==> src/design/splp_pkg.sv <==
// Purpose: Shared constants and types of the serial programming link front end
// Assumes: One reference clock; the programmer clock is sampled as a plain pin
// Notes:   Bit counts are in programmer clock periods, not reference cycles
package splp_pkg;

  // Frame layout
  localparam int unsigned DATA_BITS     = 8;
  localparam logic [3:0]  RX_LAST_BIT   = 4'hA;  // Index of second stop bit after start
  localparam logic [3:0]  TX_FRAME_BITS = 4'hC;  // Start, data, parity, two stops
  localparam int unsigned PAR_POS       = 8;
  localparam int unsigned STOP1_POS     = 9;
  localparam int unsigned STOP2_POS     = 10;
  localparam int unsigned BREAK_BITS    = 12;    // Low bit times forming a break

  // Direction change guard time, in bit periods
  localparam logic [7:0]  GUARD_RESET   = 8'h80;
  localparam logic [8:0]  GUARD_EXTRA   = 9'h002;

  // Positions in the synchronised pin vector
  localparam int unsigned SYNC_W        = 4;
  localparam int unsigned PIN_CLK       = 0;
  localparam int unsigned PIN_DATA      = 1;
  localparam int unsigned PIN_RST_N     = 2;
  localparam int unsigned PIN_HV        = 3;
  localparam logic [SYNC_W-1:0] SYNC_IDLE = 4'h7;  // Clock, data, reset pin high; no high voltage

  // Link sequencing; Gray steps out of idle along receive and along transmit; returns from break wait and transmit change two bits
  typedef enum logic [2:0] {
    ST_IDLE     = 3'b000,
    ST_RX       = 3'b001,
    ST_BRK_WAIT = 3'b011,
    ST_GUARD    = 3'b100,
    ST_TX       = 3'b101
  } splp_state_e;

  // Report towards the access side, one cycle per event
  typedef struct packed {
    logic [7:0] data;
    logic       valid;
    logic       frame_err;
    logic       parity_err;
    logic       brk;
    logic       collision;
  } splp_event_s;

endpackage : splp_pkg

==> src/design/splp_sync.sv <==
// Purpose: Two-stage synchroniser for a vector of asynchronous pins
// Assumes: Each bit is an independent level
// Notes:   Only the second stage is visible outside
module splp_sync
  import splp_pkg::*;
#(
  parameter int unsigned      WIDTH    = SYNC_W,
  parameter logic [WIDTH-1:0] IDLE_VAL = '1
) (
  // Clock and reset
  input  wire logic             ref_clk,
  input  wire logic             srst,
  // Levels
  input  wire logic [WIDTH-1:0] async_in,
  output logic      [WIDTH-1:0] sync_out
);

  logic [WIDTH-1:0] meta_q;

  // Two flops per bit, reset to each pin's idle level
  always_ff @(posedge ref_clk) begin
    if (srst) begin
      meta_q   <= IDLE_VAL;
      sync_out <= IDLE_VAL;
    end else begin
      meta_q   <= async_in;
      sync_out <= meta_q;
    end
  end

endmodule : splp_sync

==> src/design/splp_edge.sv <==
// Purpose: Edge finder for the synchronised programmer clock
// Assumes: Input is already on the reference clock
// Notes:   Pulses last one reference cycle
module splp_edge (
  // Clock and reset
  input  wire logic ref_clk,
  input  wire logic srst,
  // Level and edges
  input  wire logic level_in,
  output logic      rise,
  output logic      fall
);

  logic prev_q;

  // Previous level
  always_ff @(posedge ref_clk) begin
    if (srst) begin
      prev_q <= 1'b1; // Idle level of the clock pin, no false edge
    end else begin
      prev_q <= level_in;
    end
  end

  // Edge pulses
  assign rise = level_in & ~prev_q;
  assign fall = ~level_in & prev_q;

endmodule : splp_edge

==> src/design/splp_phy.sv <==
// Purpose: Physical layer of a three-pin half-duplex programming link
// Assumes: Programmer clock far slower than ref_clk (four or more cycles a half)
// Notes:   Access side commands direction; error state kept here
//          Pins pass two reference flops, so edges are seen late
//          Guard time counts programmer falls from the request on
//          A break clears the error state and is not an error
//          Collision is looked for only while the driver is off
//          Link logic sits in reset outside a programming session
//
// Behaviour
// Frame: start, eight data, parity, two stops
// Character bits travel least significant first
// Parity is exclusive-or of data bits
// Break is twelve or more low bits
// Change on falling, sample on rising edges
// Receive by default; access side picks direction
// Shift in bits through second stop, present byte
// Stop bit read low flags frame error
// Accumulate parity, compare, flag mismatch
// All-zero frame reports break
// Receive exception enters error, stays receiving
// Transmit shifts one full frame per load
// Drive zeros; ones driven only first period
// Released driver reading low means collision
// Collision releases driver, receive, error state
// Turnaround idles guard time plus two bits
// Guard time defaults to 128 bits
// Programmer idles one bit before sending
// Programmer holds enable for whole session
// Programmer idles data sixteen clocks first
// Leave on enable release if nvm disabled
// Messages start with programmer instruction byte
// Error state ignores frames until break
// Idle high; first low sample is start
// Long low run is one break; await high
module splp_phy
  import splp_pkg::*;
(
  // Clock and reset
  input  wire logic        ref_clk,
  input  wire logic        srst,
  // Programming pins
  input  wire logic        prog_clock_in,
  input  wire logic        prog_data_i,
  output logic             prog_data_o,
  output logic             prog_data_oe,
  input  wire logic        prog_reset_n,
  input  wire logic        high_voltage_enable_level,
  // Device configuration and state
  input  wire logic        reset_pin_disable_fuse,
  input  wire logic        nvm_access_enable,
  // Guard time setting
  input  wire logic [7:0]  phy_guard_control,
  input  wire logic        guard_load,
  // Access side: transmit
  input  wire logic [7:0]  tx_byte,
  input  wire logic        tx_request,
  output logic             tx_busy,
  output logic             tx_done,
  // Access side: receive and status
  output splp_event_s      link_event,
  output logic             error_state,
  output logic             mode_tx,
  output logic             session_active
);

  // Synchronised pins
  logic [SYNC_W-1:0] pins_s;
  logic              clk_s;
  logic              dat_s;
  logic              clk_rise;
  logic              clk_fall;

  // Session and control
  logic              enable_req;
  logic              phy_rst;
  logic [7:0]        guard_q;
  splp_state_e       state_q;

  // Receive path
  logic [10:0]       rx_sh_q;
  logic [3:0]        rx_cnt_q;
  logic              rx_par_q;
  logic [10:0]       frame_w;
  logic              frame_end;
  logic              rx_brk;
  logic              rx_ferr;
  logic              rx_perr;
  logic              rx_take;
  logic              rx_fault;

  // Transmit path
  logic [7:0]        tx_hold_q;
  logic [10:0]       tx_sh_q;
  logic [3:0]        tx_cnt_q;
  logic [8:0]        guard_cnt_q;
  logic              last_bit_q;
  logic              tx_go;
  logic              tx_start_bit;
  logic              collide;
  logic              guard_tick;
  logic              tx_step;
  logic              tx_last_fall;
  logic              tx_par;
  logic              tx_oe_next;

  // Pins cross into ref_clk before any use
  splp_sync #(
    .WIDTH    (SYNC_W),
    .IDLE_VAL (SYNC_IDLE)
  ) u_sync (
    .ref_clk  (ref_clk),
    .srst     (srst),
    .async_in ({high_voltage_enable_level, prog_reset_n, prog_data_i, prog_clock_in}),
    .sync_out (pins_s)
  );

  assign clk_s = pins_s[PIN_CLK];
  assign dat_s = pins_s[PIN_DATA];

  // Programmer clock edges
  splp_edge u_clk_edge (
    .ref_clk  (ref_clk),
    .srst     (srst),
    .level_in (clk_s),
    .rise     (clk_rise),
    .fall     (clk_fall)
  );

  // Enable by low reset pin, or high voltage when pin is not a reset
  assign enable_req = ~pins_s[PIN_RST_N] | (reset_pin_disable_fuse & pins_s[PIN_HV]);

  // Session entry and exit
  always_ff @(posedge ref_clk) begin
    if (srst) begin
      session_active <= 1'b0;
    end else if (enable_req) begin
      session_active <= 1'b1;
    end else if (!nvm_access_enable) begin
      session_active <= 1'b0;
    end
  end

  // Link logic runs only inside a session
  assign phy_rst = srst | ~session_active;

  // Guard time setting
  always_ff @(posedge ref_clk) begin
    if (phy_rst) begin
      guard_q <= GUARD_RESET;
    end else if (guard_load) begin
      guard_q <= phy_guard_control;
    end
  end

  // Receive sample strobe, one per programmer rising edge
  assign rx_take   = (state_q == ST_RX) && clk_rise;

  // Whole frame as seen at the second stop sample
  assign frame_w   = {dat_s, rx_sh_q[10:1]};
  assign frame_end = rx_take && (rx_cnt_q == RX_LAST_BIT);
  assign rx_brk    = frame_end && (frame_w == '0);
  assign rx_ferr   = frame_end && !rx_brk && (!frame_w[STOP1_POS] || !frame_w[STOP2_POS]);
  assign rx_perr   = frame_end && !rx_brk && (rx_par_q != frame_w[PAR_POS]);
  assign rx_fault  = rx_ferr || rx_perr;

  // Collision only while the driver is released
  assign collide = (state_q == ST_TX) && clk_rise && !prog_data_oe && !dat_s;

  // Transmit request accepted only when idle and healthy
  assign tx_go = (state_q == ST_IDLE) && tx_request && !error_state && !clk_rise;

  // Guard expired on this falling edge
  assign tx_start_bit = (state_q == ST_GUARD) && clk_fall && (guard_cnt_q == '0);

  // Guard countdown step on each falling edge while the count is not yet zero
  assign guard_tick = (state_q == ST_GUARD) && clk_fall && (guard_cnt_q != '0);

  // Transmit bit step, and the fall that ends the frame
  assign tx_step      = (state_q == ST_TX) && clk_fall;
  assign tx_last_fall = tx_step && (tx_cnt_q == TX_FRAME_BITS);

  // Even parity of the outgoing byte
  assign tx_par = ^tx_hold_q;

  // Drive a zero, or the first one after a zero
  assign tx_oe_next = !tx_sh_q[0] || !last_bit_q;

  // Link sequencer
  always_ff @(posedge ref_clk) begin
    if (phy_rst) begin
      state_q <= ST_IDLE;
    end else begin
      case (state_q)
        ST_IDLE: begin
          if (tx_go) begin
            state_q <= ST_GUARD;
          end else if (clk_rise && !dat_s) begin
            state_q <= ST_RX;
          end
        end
        ST_RX: begin
          if (frame_end) begin
            state_q <= rx_brk ? ST_BRK_WAIT : ST_IDLE;
          end
        end
        ST_BRK_WAIT: begin
          if (clk_rise && dat_s) begin
            state_q <= ST_IDLE;
          end
        end
        ST_GUARD: begin
          if (tx_start_bit) begin
            state_q <= ST_TX;
          end
        end
        ST_TX: begin
          if (collide) begin
            state_q <= ST_IDLE;
          end else if (tx_last_fall) begin
            state_q <= ST_IDLE;
          end
        end
        default: begin
          state_q <= ST_IDLE;
        end
      endcase
    end
  end

  // Receive shift register, sampled on rising edges
  always_ff @(posedge ref_clk) begin
    if (phy_rst) begin
      rx_sh_q  <= '0;
      rx_cnt_q <= '0;
      rx_par_q <= 1'b0;
    end else if (state_q == ST_IDLE) begin
      rx_cnt_q <= '0;
      rx_par_q <= 1'b0;
    end else if (rx_take) begin
      rx_sh_q  <= {dat_s, rx_sh_q[10:1]};
      rx_cnt_q <= rx_cnt_q + 4'h1;
      if (rx_cnt_q < 4'(DATA_BITS)) begin
        rx_par_q <= rx_par_q ^ dat_s;
      end
    end
  end

  // Access side error state
  always_ff @(posedge ref_clk) begin
    if (phy_rst) begin
      error_state <= 1'b0;
    end else if (rx_fault || collide) begin
      error_state <= 1'b1;
    end else if (rx_brk) begin
      error_state <= 1'b0;
    end
  end

  // Event report, one cycle per event
  always_ff @(posedge ref_clk) begin
    if (phy_rst) begin
      link_event <= '0;
    end else begin
      link_event.valid      <= frame_end && !rx_brk && !rx_ferr && !rx_perr
                               && !error_state;
      link_event.frame_err  <= rx_ferr;
      link_event.parity_err <= rx_perr;
      link_event.brk        <= rx_brk;
      link_event.collision  <= collide;
      if (frame_end) begin
        link_event.data <= frame_w[7:0];
      end
    end
  end

  // Guard counter: guard setting plus two idle bits
  always_ff @(posedge ref_clk) begin
    if (phy_rst) begin
      guard_cnt_q <= '0;
    end else if (tx_go) begin
      guard_cnt_q <= {1'b0, guard_q} + GUARD_EXTRA;
    end else if (guard_tick) begin
      guard_cnt_q <= guard_cnt_q - 9'h001;
    end
  end

  // Byte held from request to start bit
  always_ff @(posedge ref_clk) begin
    if (phy_rst) begin
      tx_hold_q <= '0;
    end else if (tx_go) begin
      tx_hold_q <= tx_byte;
    end
  end

  // Transmit shifter and pin driver, changed on falling edges; driver released on the rising edge of a collision
  always_ff @(posedge ref_clk) begin
    if (phy_rst) begin
      tx_sh_q      <= '1;
      tx_cnt_q     <= '0;
      last_bit_q   <= 1'b1;
      prog_data_o  <= 1'b1;
      prog_data_oe <= 1'b0;
    end else if (collide) begin
      prog_data_oe <= 1'b0;
      prog_data_o  <= 1'b1;
    end else if (tx_start_bit) begin
      tx_sh_q      <= {2'b11, tx_par, tx_hold_q};
      tx_cnt_q     <= 4'h1;
      last_bit_q   <= 1'b0;
      prog_data_o  <= 1'b0;
      prog_data_oe <= 1'b1;
    end else if (tx_step) begin
      if (tx_cnt_q == TX_FRAME_BITS) begin
        prog_data_oe <= 1'b0;
        prog_data_o  <= 1'b1;
      end else begin
        tx_sh_q      <= {1'b1, tx_sh_q[10:1]};
        tx_cnt_q     <= tx_cnt_q + 4'h1;
        last_bit_q   <= tx_sh_q[0];
        prog_data_o  <= tx_sh_q[0];
        prog_data_oe <= tx_oe_next;
      end
    end
  end

  // Direction and completion status
  always_ff @(posedge ref_clk) begin
    if (phy_rst) begin
      tx_busy <= 1'b0;
      tx_done <= 1'b0;
      mode_tx <= 1'b0;
    end else begin
      tx_done <= tx_last_fall && !collide;
      if (tx_go) begin
        tx_busy <= 1'b1;
        mode_tx <= 1'b1;
      end else if (collide || tx_last_fall) begin
        tx_busy <= 1'b0;
        mode_tx <= 1'b0;
      end
    end
  end

endmodule : splp_phy

==> config.mk <==
export PLATFORM = sky130hd
export DESIGN_NAME = splp_phy
export DESIGN_NICKNAME = d
export VERILOG_FILES = /design/src/design/splp_pkg.sv /design/src/design/splp_sync.sv /design/src/design/splp_edge.sv /design/src/design/splp_phy.sv
export SDC_FILE = /design/constraint.sdc
export NUM_CORES = 1
export LEC_CHECK = 0
export BUFFER_PORTS_ARGS = -buffer_cell sky130_fd_sc_hd__clkbuf_2
export CORE_MARGIN = 2
export CORE_UTILIZATION = 50
export DETAILED_ROUTE_END_ITERATION = 8
export PLACE_DENSITY_LB_ADDON = 0.12
export SLEW_MARGIN = 5
export SYNTH_ARGS = -nofsm -noshare
export SYNTH_HDL_FRONTEND = slang
export SYNTH_SLANG_ARGS = --single-unit
==> constraint.sdc <==
create_clock -name ref_clk -period 2.95 [get_ports ref_clk]
set_input_delay 0.4425 -clock ref_clk [delete_from_list [all_inputs] [get_ports ref_clk]]
set_output_delay 0.4425 -clock ref_clk [all_outputs]
set_load 0.02 [all_outputs]
; Yosys cells after proc, flatten, opt, wreduce, memory -nomap -nowiden
; Cells that the tools add are included.
[totals]
regBits = 88
output_inout_bits = 20
wordCells = 142
[classes]
bitwise = 12
mux = 32
eq_ne = 14
addsub = 4
n_lt_le_gt_ge = 1
reduce_logical = 54
[ops]
columns = op, count
row1 = two-way mux 11 bit, 3
row2 = logical AND 1 bit, 23
row3 = two-way mux 3 bit, 7
row4 = two-way mux 9 bit, 2
row5 = two-way mux 1 bit, 15
row6 = one-hot mux 3 bit (5 select lines), 1
row7 = two-way mux 4 bit, 3
row8 = zero test 1 bit, 11
row9 = zero test 11 bit, 1
row10 = adder 8 x 2 -> 9 bit (second input constant), 1
row11 = zero test 9 bit, 1
row12 = nonzero test 9 bit, 1
row13 = subtractor 9 x 1 -> 9 bit (second input constant), 1
row14 = adder 4 x 1 -> 4 bit (second input constant), 2
row15 = equality test 4 bit (second input constant), 2
row16 = != test 2 bit (second input constant), 4
row17 = nonzero test 2 bit, 4
row18 = parity 8 bit, 1
row19 = equality test 3 bit (second input constant), 2
row20 = inverter 1 bit, 6
row21 = logical OR 1 bit, 5
row22 = AND reduction 5 bit, 1
row23 = < comparator 4 bit (second input constant), 1
row24 = AND reduction 2 bit, 2
row25 = 13 further kinds, 17

; Longest topological paths before layout
[depth]
depth_word = 12
depth_mapped = 7
depth_no_buf = 6

; By module
; Synthesis repeated with hierarchy kept, for this count alone.
[unflattened]
hier_cells = 423
hier_area_um2 = 3837.4
[by_module_without_submodules]
columns = module, area_per_inst_um2, cells_per_inst, n_inst
row1 = splp_phy, 3587.2, 403, 1
row2 = splp_sync, 210.2, 16, 1
row3 = splp_edge, 40.0, 4, 1

; Worst setup path after synthesis
; OpenSTA, ideal clock, no wires.
[synth_path]
path_kind = register to register
start = reg guard_cnt_q[2]
end = reg tx_sh_q[1]
t_arrival_ns = 1.744
stages_incl_launch_ff = 6
setup_time_ns = 0.130
path_slack_ns = 1.077
period_less_slack_ns = 1.873
path_cell_list = dfxtp_1 or4_4 or4b_4 buf_6 nor2_2 o21ai_1
[synth_via]
elab_chain_cells = 4
word_cells_on_any_way = 6
cone_classes = eq/ne: 1 / mux: 1 / reduce/logical: 4
[synth_rtl]
columns = element, line
row1 = start: declaration, splp_phy.sv:96  ; logic [8:0] guard_cnt_q;
row2 = start signal: assignment, splp_phy.sv:282  ; guard_cnt_q <= {1'b0, guard_q} + GUARD_EXTRA;
row3 = start signal: assignment, splp_phy.sv:284  ; guard_cnt_q <= guard_cnt_q - 9'h001;
row4 = zero test 9 bit (*), splp_phy.sv:174  ; assign tx_start_bit = (state_q == ST_GUARD) && clk_fall && (guard_cnt_q == '0);
row5 = logical AND 1 bit (*), splp_phy.sv:174
row6 = != test 2 bit (no line) / nonzero test 2 bit (equally long branches), n/a
row7 = AND reduction 3 bit (no line), n/a
row8 = end signal: assignment, splp_phy.sv:309  ; tx_sh_q <= {2'b11, tx_par, tx_hold_q};
row9 = end signal: assignment, splp_phy.sv:319  ; tx_sh_q <= {1'b1, tx_sh_q[10:1]};
row10 = end: declaration, splp_phy.sv:94  ; logic [10:0] tx_sh_q;
; Every way passes the cells marked *; elsewhere a longest branch is shown, timed or not.
; A chain may end at the register's enable or synchronous reset.

; Worst setup path after layout
[layout_path]
start = reg guard_cnt_q[2]
end = reg state_q[0]
[layout_via]
elab_chain_cells = 4
[layout_rtl]
columns = element, line
row1 = zero test 9 bit, splp_phy.sv:174
row2 = logical AND 1 bit, splp_phy.sv:174
row3 = != test 2 bit (no line), n/a
row4 = AND reduction 5 bit (no line), n/a
row5 = end signal: assignment, splp_phy.sv:204  ; state_q <= rx_brk ? ST_BRK_WAIT : ST_IDLE;
row6 = end: declaration, splp_phy.sv:78  ; splp_state_e state_q;
; Every way passes these cells.

==> results.json <==
{
  "status": "completed",
  "fin_nets": 510,
  "synth_nets": 474,
  "hold_buffers": 0,
  "initial_core_util_pct": 52.2,
  "cts_buffer_depth": 2,
  "synthToLayoutAreaGrowth_pct": 12.7,
  "insertedDiodeCount": 0,
  "yosysWarnings": 0,
  "required_ps": 3230,
  "fp-row-count": 31,
  "syn-instance-count": 442,
  "post_cts_buffers": 0,
  "syn-mean-instance-area_um2": 8.65,
  "die_w_um": 91.5,
  "yosysTopAreaCell": "dfxtp_1",
  "dr.pass1.iters": 4,
  "synth-main-ff-cell": "dfxtp_1",
  "fp.dieArea_um2": 8370,
  "clock_latency_ps": 340,
  "vias_per_cell": 5.65,
  "setup_tns_ps": 0,
  "r2r-start": "guard_cnt_q[2]",
  "dp_hpwl_um": 5820,
  "rsz0062_at_grt": "no",
  "wirelength_um": 8420,
  "period_needed_ps": 2050,
  "fin_cells": 581,
  "r2r_cells": 4,
  "path_clk_slew_ps": 80,
  "synthTopCellsByCount": "dfxtp_1, nand2_1, a21oi_1",
  "min_path_type": "input port to register",
  "tightest_slew_ps": 678,
  "post_cts_resized": 0,
  "path_class": "register to register",
  "maxSlewHeadroom_pct": 54.6,
  "synth_top_cell_area_share_pct": 44.5,
  "pin_count": 46,
  "drv_cap": 0,
  "slew_viol_final": 0,
  "grt_max_degree": 32,
  "antenna_found_initial": 0,
  "port_buffers": 45,
  "r2r_end": "state_q[0]",
  "vdd_ir_drop_max_v": 0.000250,
  "min_period_over_period_pct": 69.3,
  "cts_tree": "built",
  "leakagePower_nw": 1.51,
  "synth_edf_count": 0,
  "critPathLaunchType": "register",
  "dr.first_iter.drc_count": 206,
  "grt_pass1_wl_um": 14500,
  "setup_viol": 0,
  "clock.fmax_mhz": 489,
  "arrival_ps": 2320,
  "hold_violations": 0,
  "critical_path.endpoint": "state_q[0]",
  "seq_area_frac_synth_pct": 44.5,
  "fin_skew_ps": 7.62,
  "rrSetupSlack_ps": 900,
  "drive_gt1_share_pct": 18.9,
  "clock_tree.htree_level_count": 3,
  "drc": 0,
  "wl_per_cell_um": 14.5,
  "coreArea_um2": 7330,
  "grt_overflow": 0,
  "endpoint_kind": "register",
  "finalPower_mw": 2.10,
  "synth-async-reset-ratio_pct": 0,
  "cts_buffers": 9,
  "crit_fanout": 13,
  "dpl.cell_count": 566,
  "postRouteAntennaNets": 0,
  "gpl.final_weighted_congestion": 0.849,
  "ys_ff_latch": 85,
  "ys_top_cells_by_area": "dfxtp_1, nand2_1, a21oi_1, xnor2_1, mux2i_1",
  "p_per_area_nw_per_um2": 487,
  "synth_area_um2": 3820,
  "nFillCells": 669,
  "fp.dieH_um": 91.5,
  "num_vias": 3285,
  "startpoint": "guard_cnt_q[2]",
  "clock-root-buffer": "clkbuf_8",
  "synth_most_common_cell": "dfxtp_1",
  "grt_use_total_pct": 21.0,
  "cts.sinks": 85,
  "grt_pass1_vias": 3129,
  "synthDistinctLibCells": 60
}
metal layers:
layer  up-vias  global-route usage [%]  part of all wire, %
li1       1649                       -                    -
met1      1555                    29.6                   48
met2        72                    32.0                   47
met3         9                    4.56                  4.6
met4         0                    6.69                  1.2
met5         -                       0                    0
stage by stage:
stage,setup slack (ps),hold slack [ps],instance area (um2),utilization (%)
6_report,905,280,4310,58.8
5_1_grt,682,279,4310,58.8
4_1_cts,890,268,4310,58.8
3_5_place_dp,879,392,4110,56.1
3_3_place_gp,952,390,4110,56.1
2_1_floorplan,1080,385,3820,-
report_power, final:
part | internal [mW] | switching [mW]
logic | 0.0452 | 0.0609
clock network | 0.434 | 0.392
registers | 1.16 | 0.0109
how the worst min path moves through the flow:
stage	from	end	slack, ps	cells after the start
floorplan	u_sync.sync_out[2]	session_active	380	1
global placement	u_sync.sync_out[2]	session_active	390	1
CTS	prog_reset_n	u_sync.meta_q[2]	270	2
finish	prog_data_i	u_sync.meta_q[1]	280	2
global route	prog_reset_n	u_sync.meta_q[2]	280	2
detailed placement	u_sync.sync_out[2]	session_active	390	1
state kept, by name (all words and copies together), names as in the netlist:
name / count
guard_q: 8
prog_data_o: 1
link_event: 13
state_q: 3
rx_par_q: 1
error_state: 1
prog_data_oe: 1
mode_tx: 1
guard_cnt_q: 9
tx_done: 1
rx_cnt_q: 4
last_bit_q: 1
rx_sh_q: 10
tx_cnt_q: 4
tx_sh_q: 9
session_active: 1
tx_hold_q: 8
u_sync.meta_q: 4
u_clk_edge.prev_q: 1
u_sync.sync_out: 4
worst max-delay path, cell delays in order, from the launching register on:
cell	delay (ps)
dfxtp_1	370
or4_4	590
nor4b_4	670
o221ai_1	190
a31oi_1	160
cell usage in the layout (no fill, tap or decap), drive strengths merged, types with 3 or more instances in the layout:
master,instances
a211oi,11
a21oi,35
a31oi,6
and3,3
buf,10
clkbuf,57
dfxtp,85
ha,6
inv,9
mux2i,11
nand2,53
nand2b,5
nand3,14
nand3b,4
nand4,5
nor2,35
nor2b,7
nor3,16
nor4,6
o21ai,26
o31a,8
o31ai,4
or2,8
or3,5
or4,4
xnor2,16
cell type report:
type / instances / area, um2 / share of cell area (%)
Multi-Input combinational cell: 318 / 1950 / 45.3
Sequential cell: 85 / 1700 / 39.5
Timing Repair Buffer: 55 / 300 / 6.96
Clock buffer: 12 / 155 / 3.60
Tap cell: 99 / 124 / 2.87
Clock inverter: 3 / 45.0 / 1.04
Inverter: 9 / 33.8 / 0.784
logic make-up (layout without fill, tap and decap cells):
| family | count (synthesis) | after routing | synth area share [%] |
|---|---|---|---|
| compound gates | 108 | 108 | 17.9 |
| xor+xnor | 18 | 18 | 4.12 |
| buf+inv | 39 | 79 | 4.48 |
| mux | 11 | 11 | 2.88 |
| simple gates | 175 | 175 | 24.1 |
| fa+ha+maj | 6 | 6 | 1.96 |
| flops | 85 | 85 | 44.5 |
Note: power is estimated with default switching activity, not from simulation.
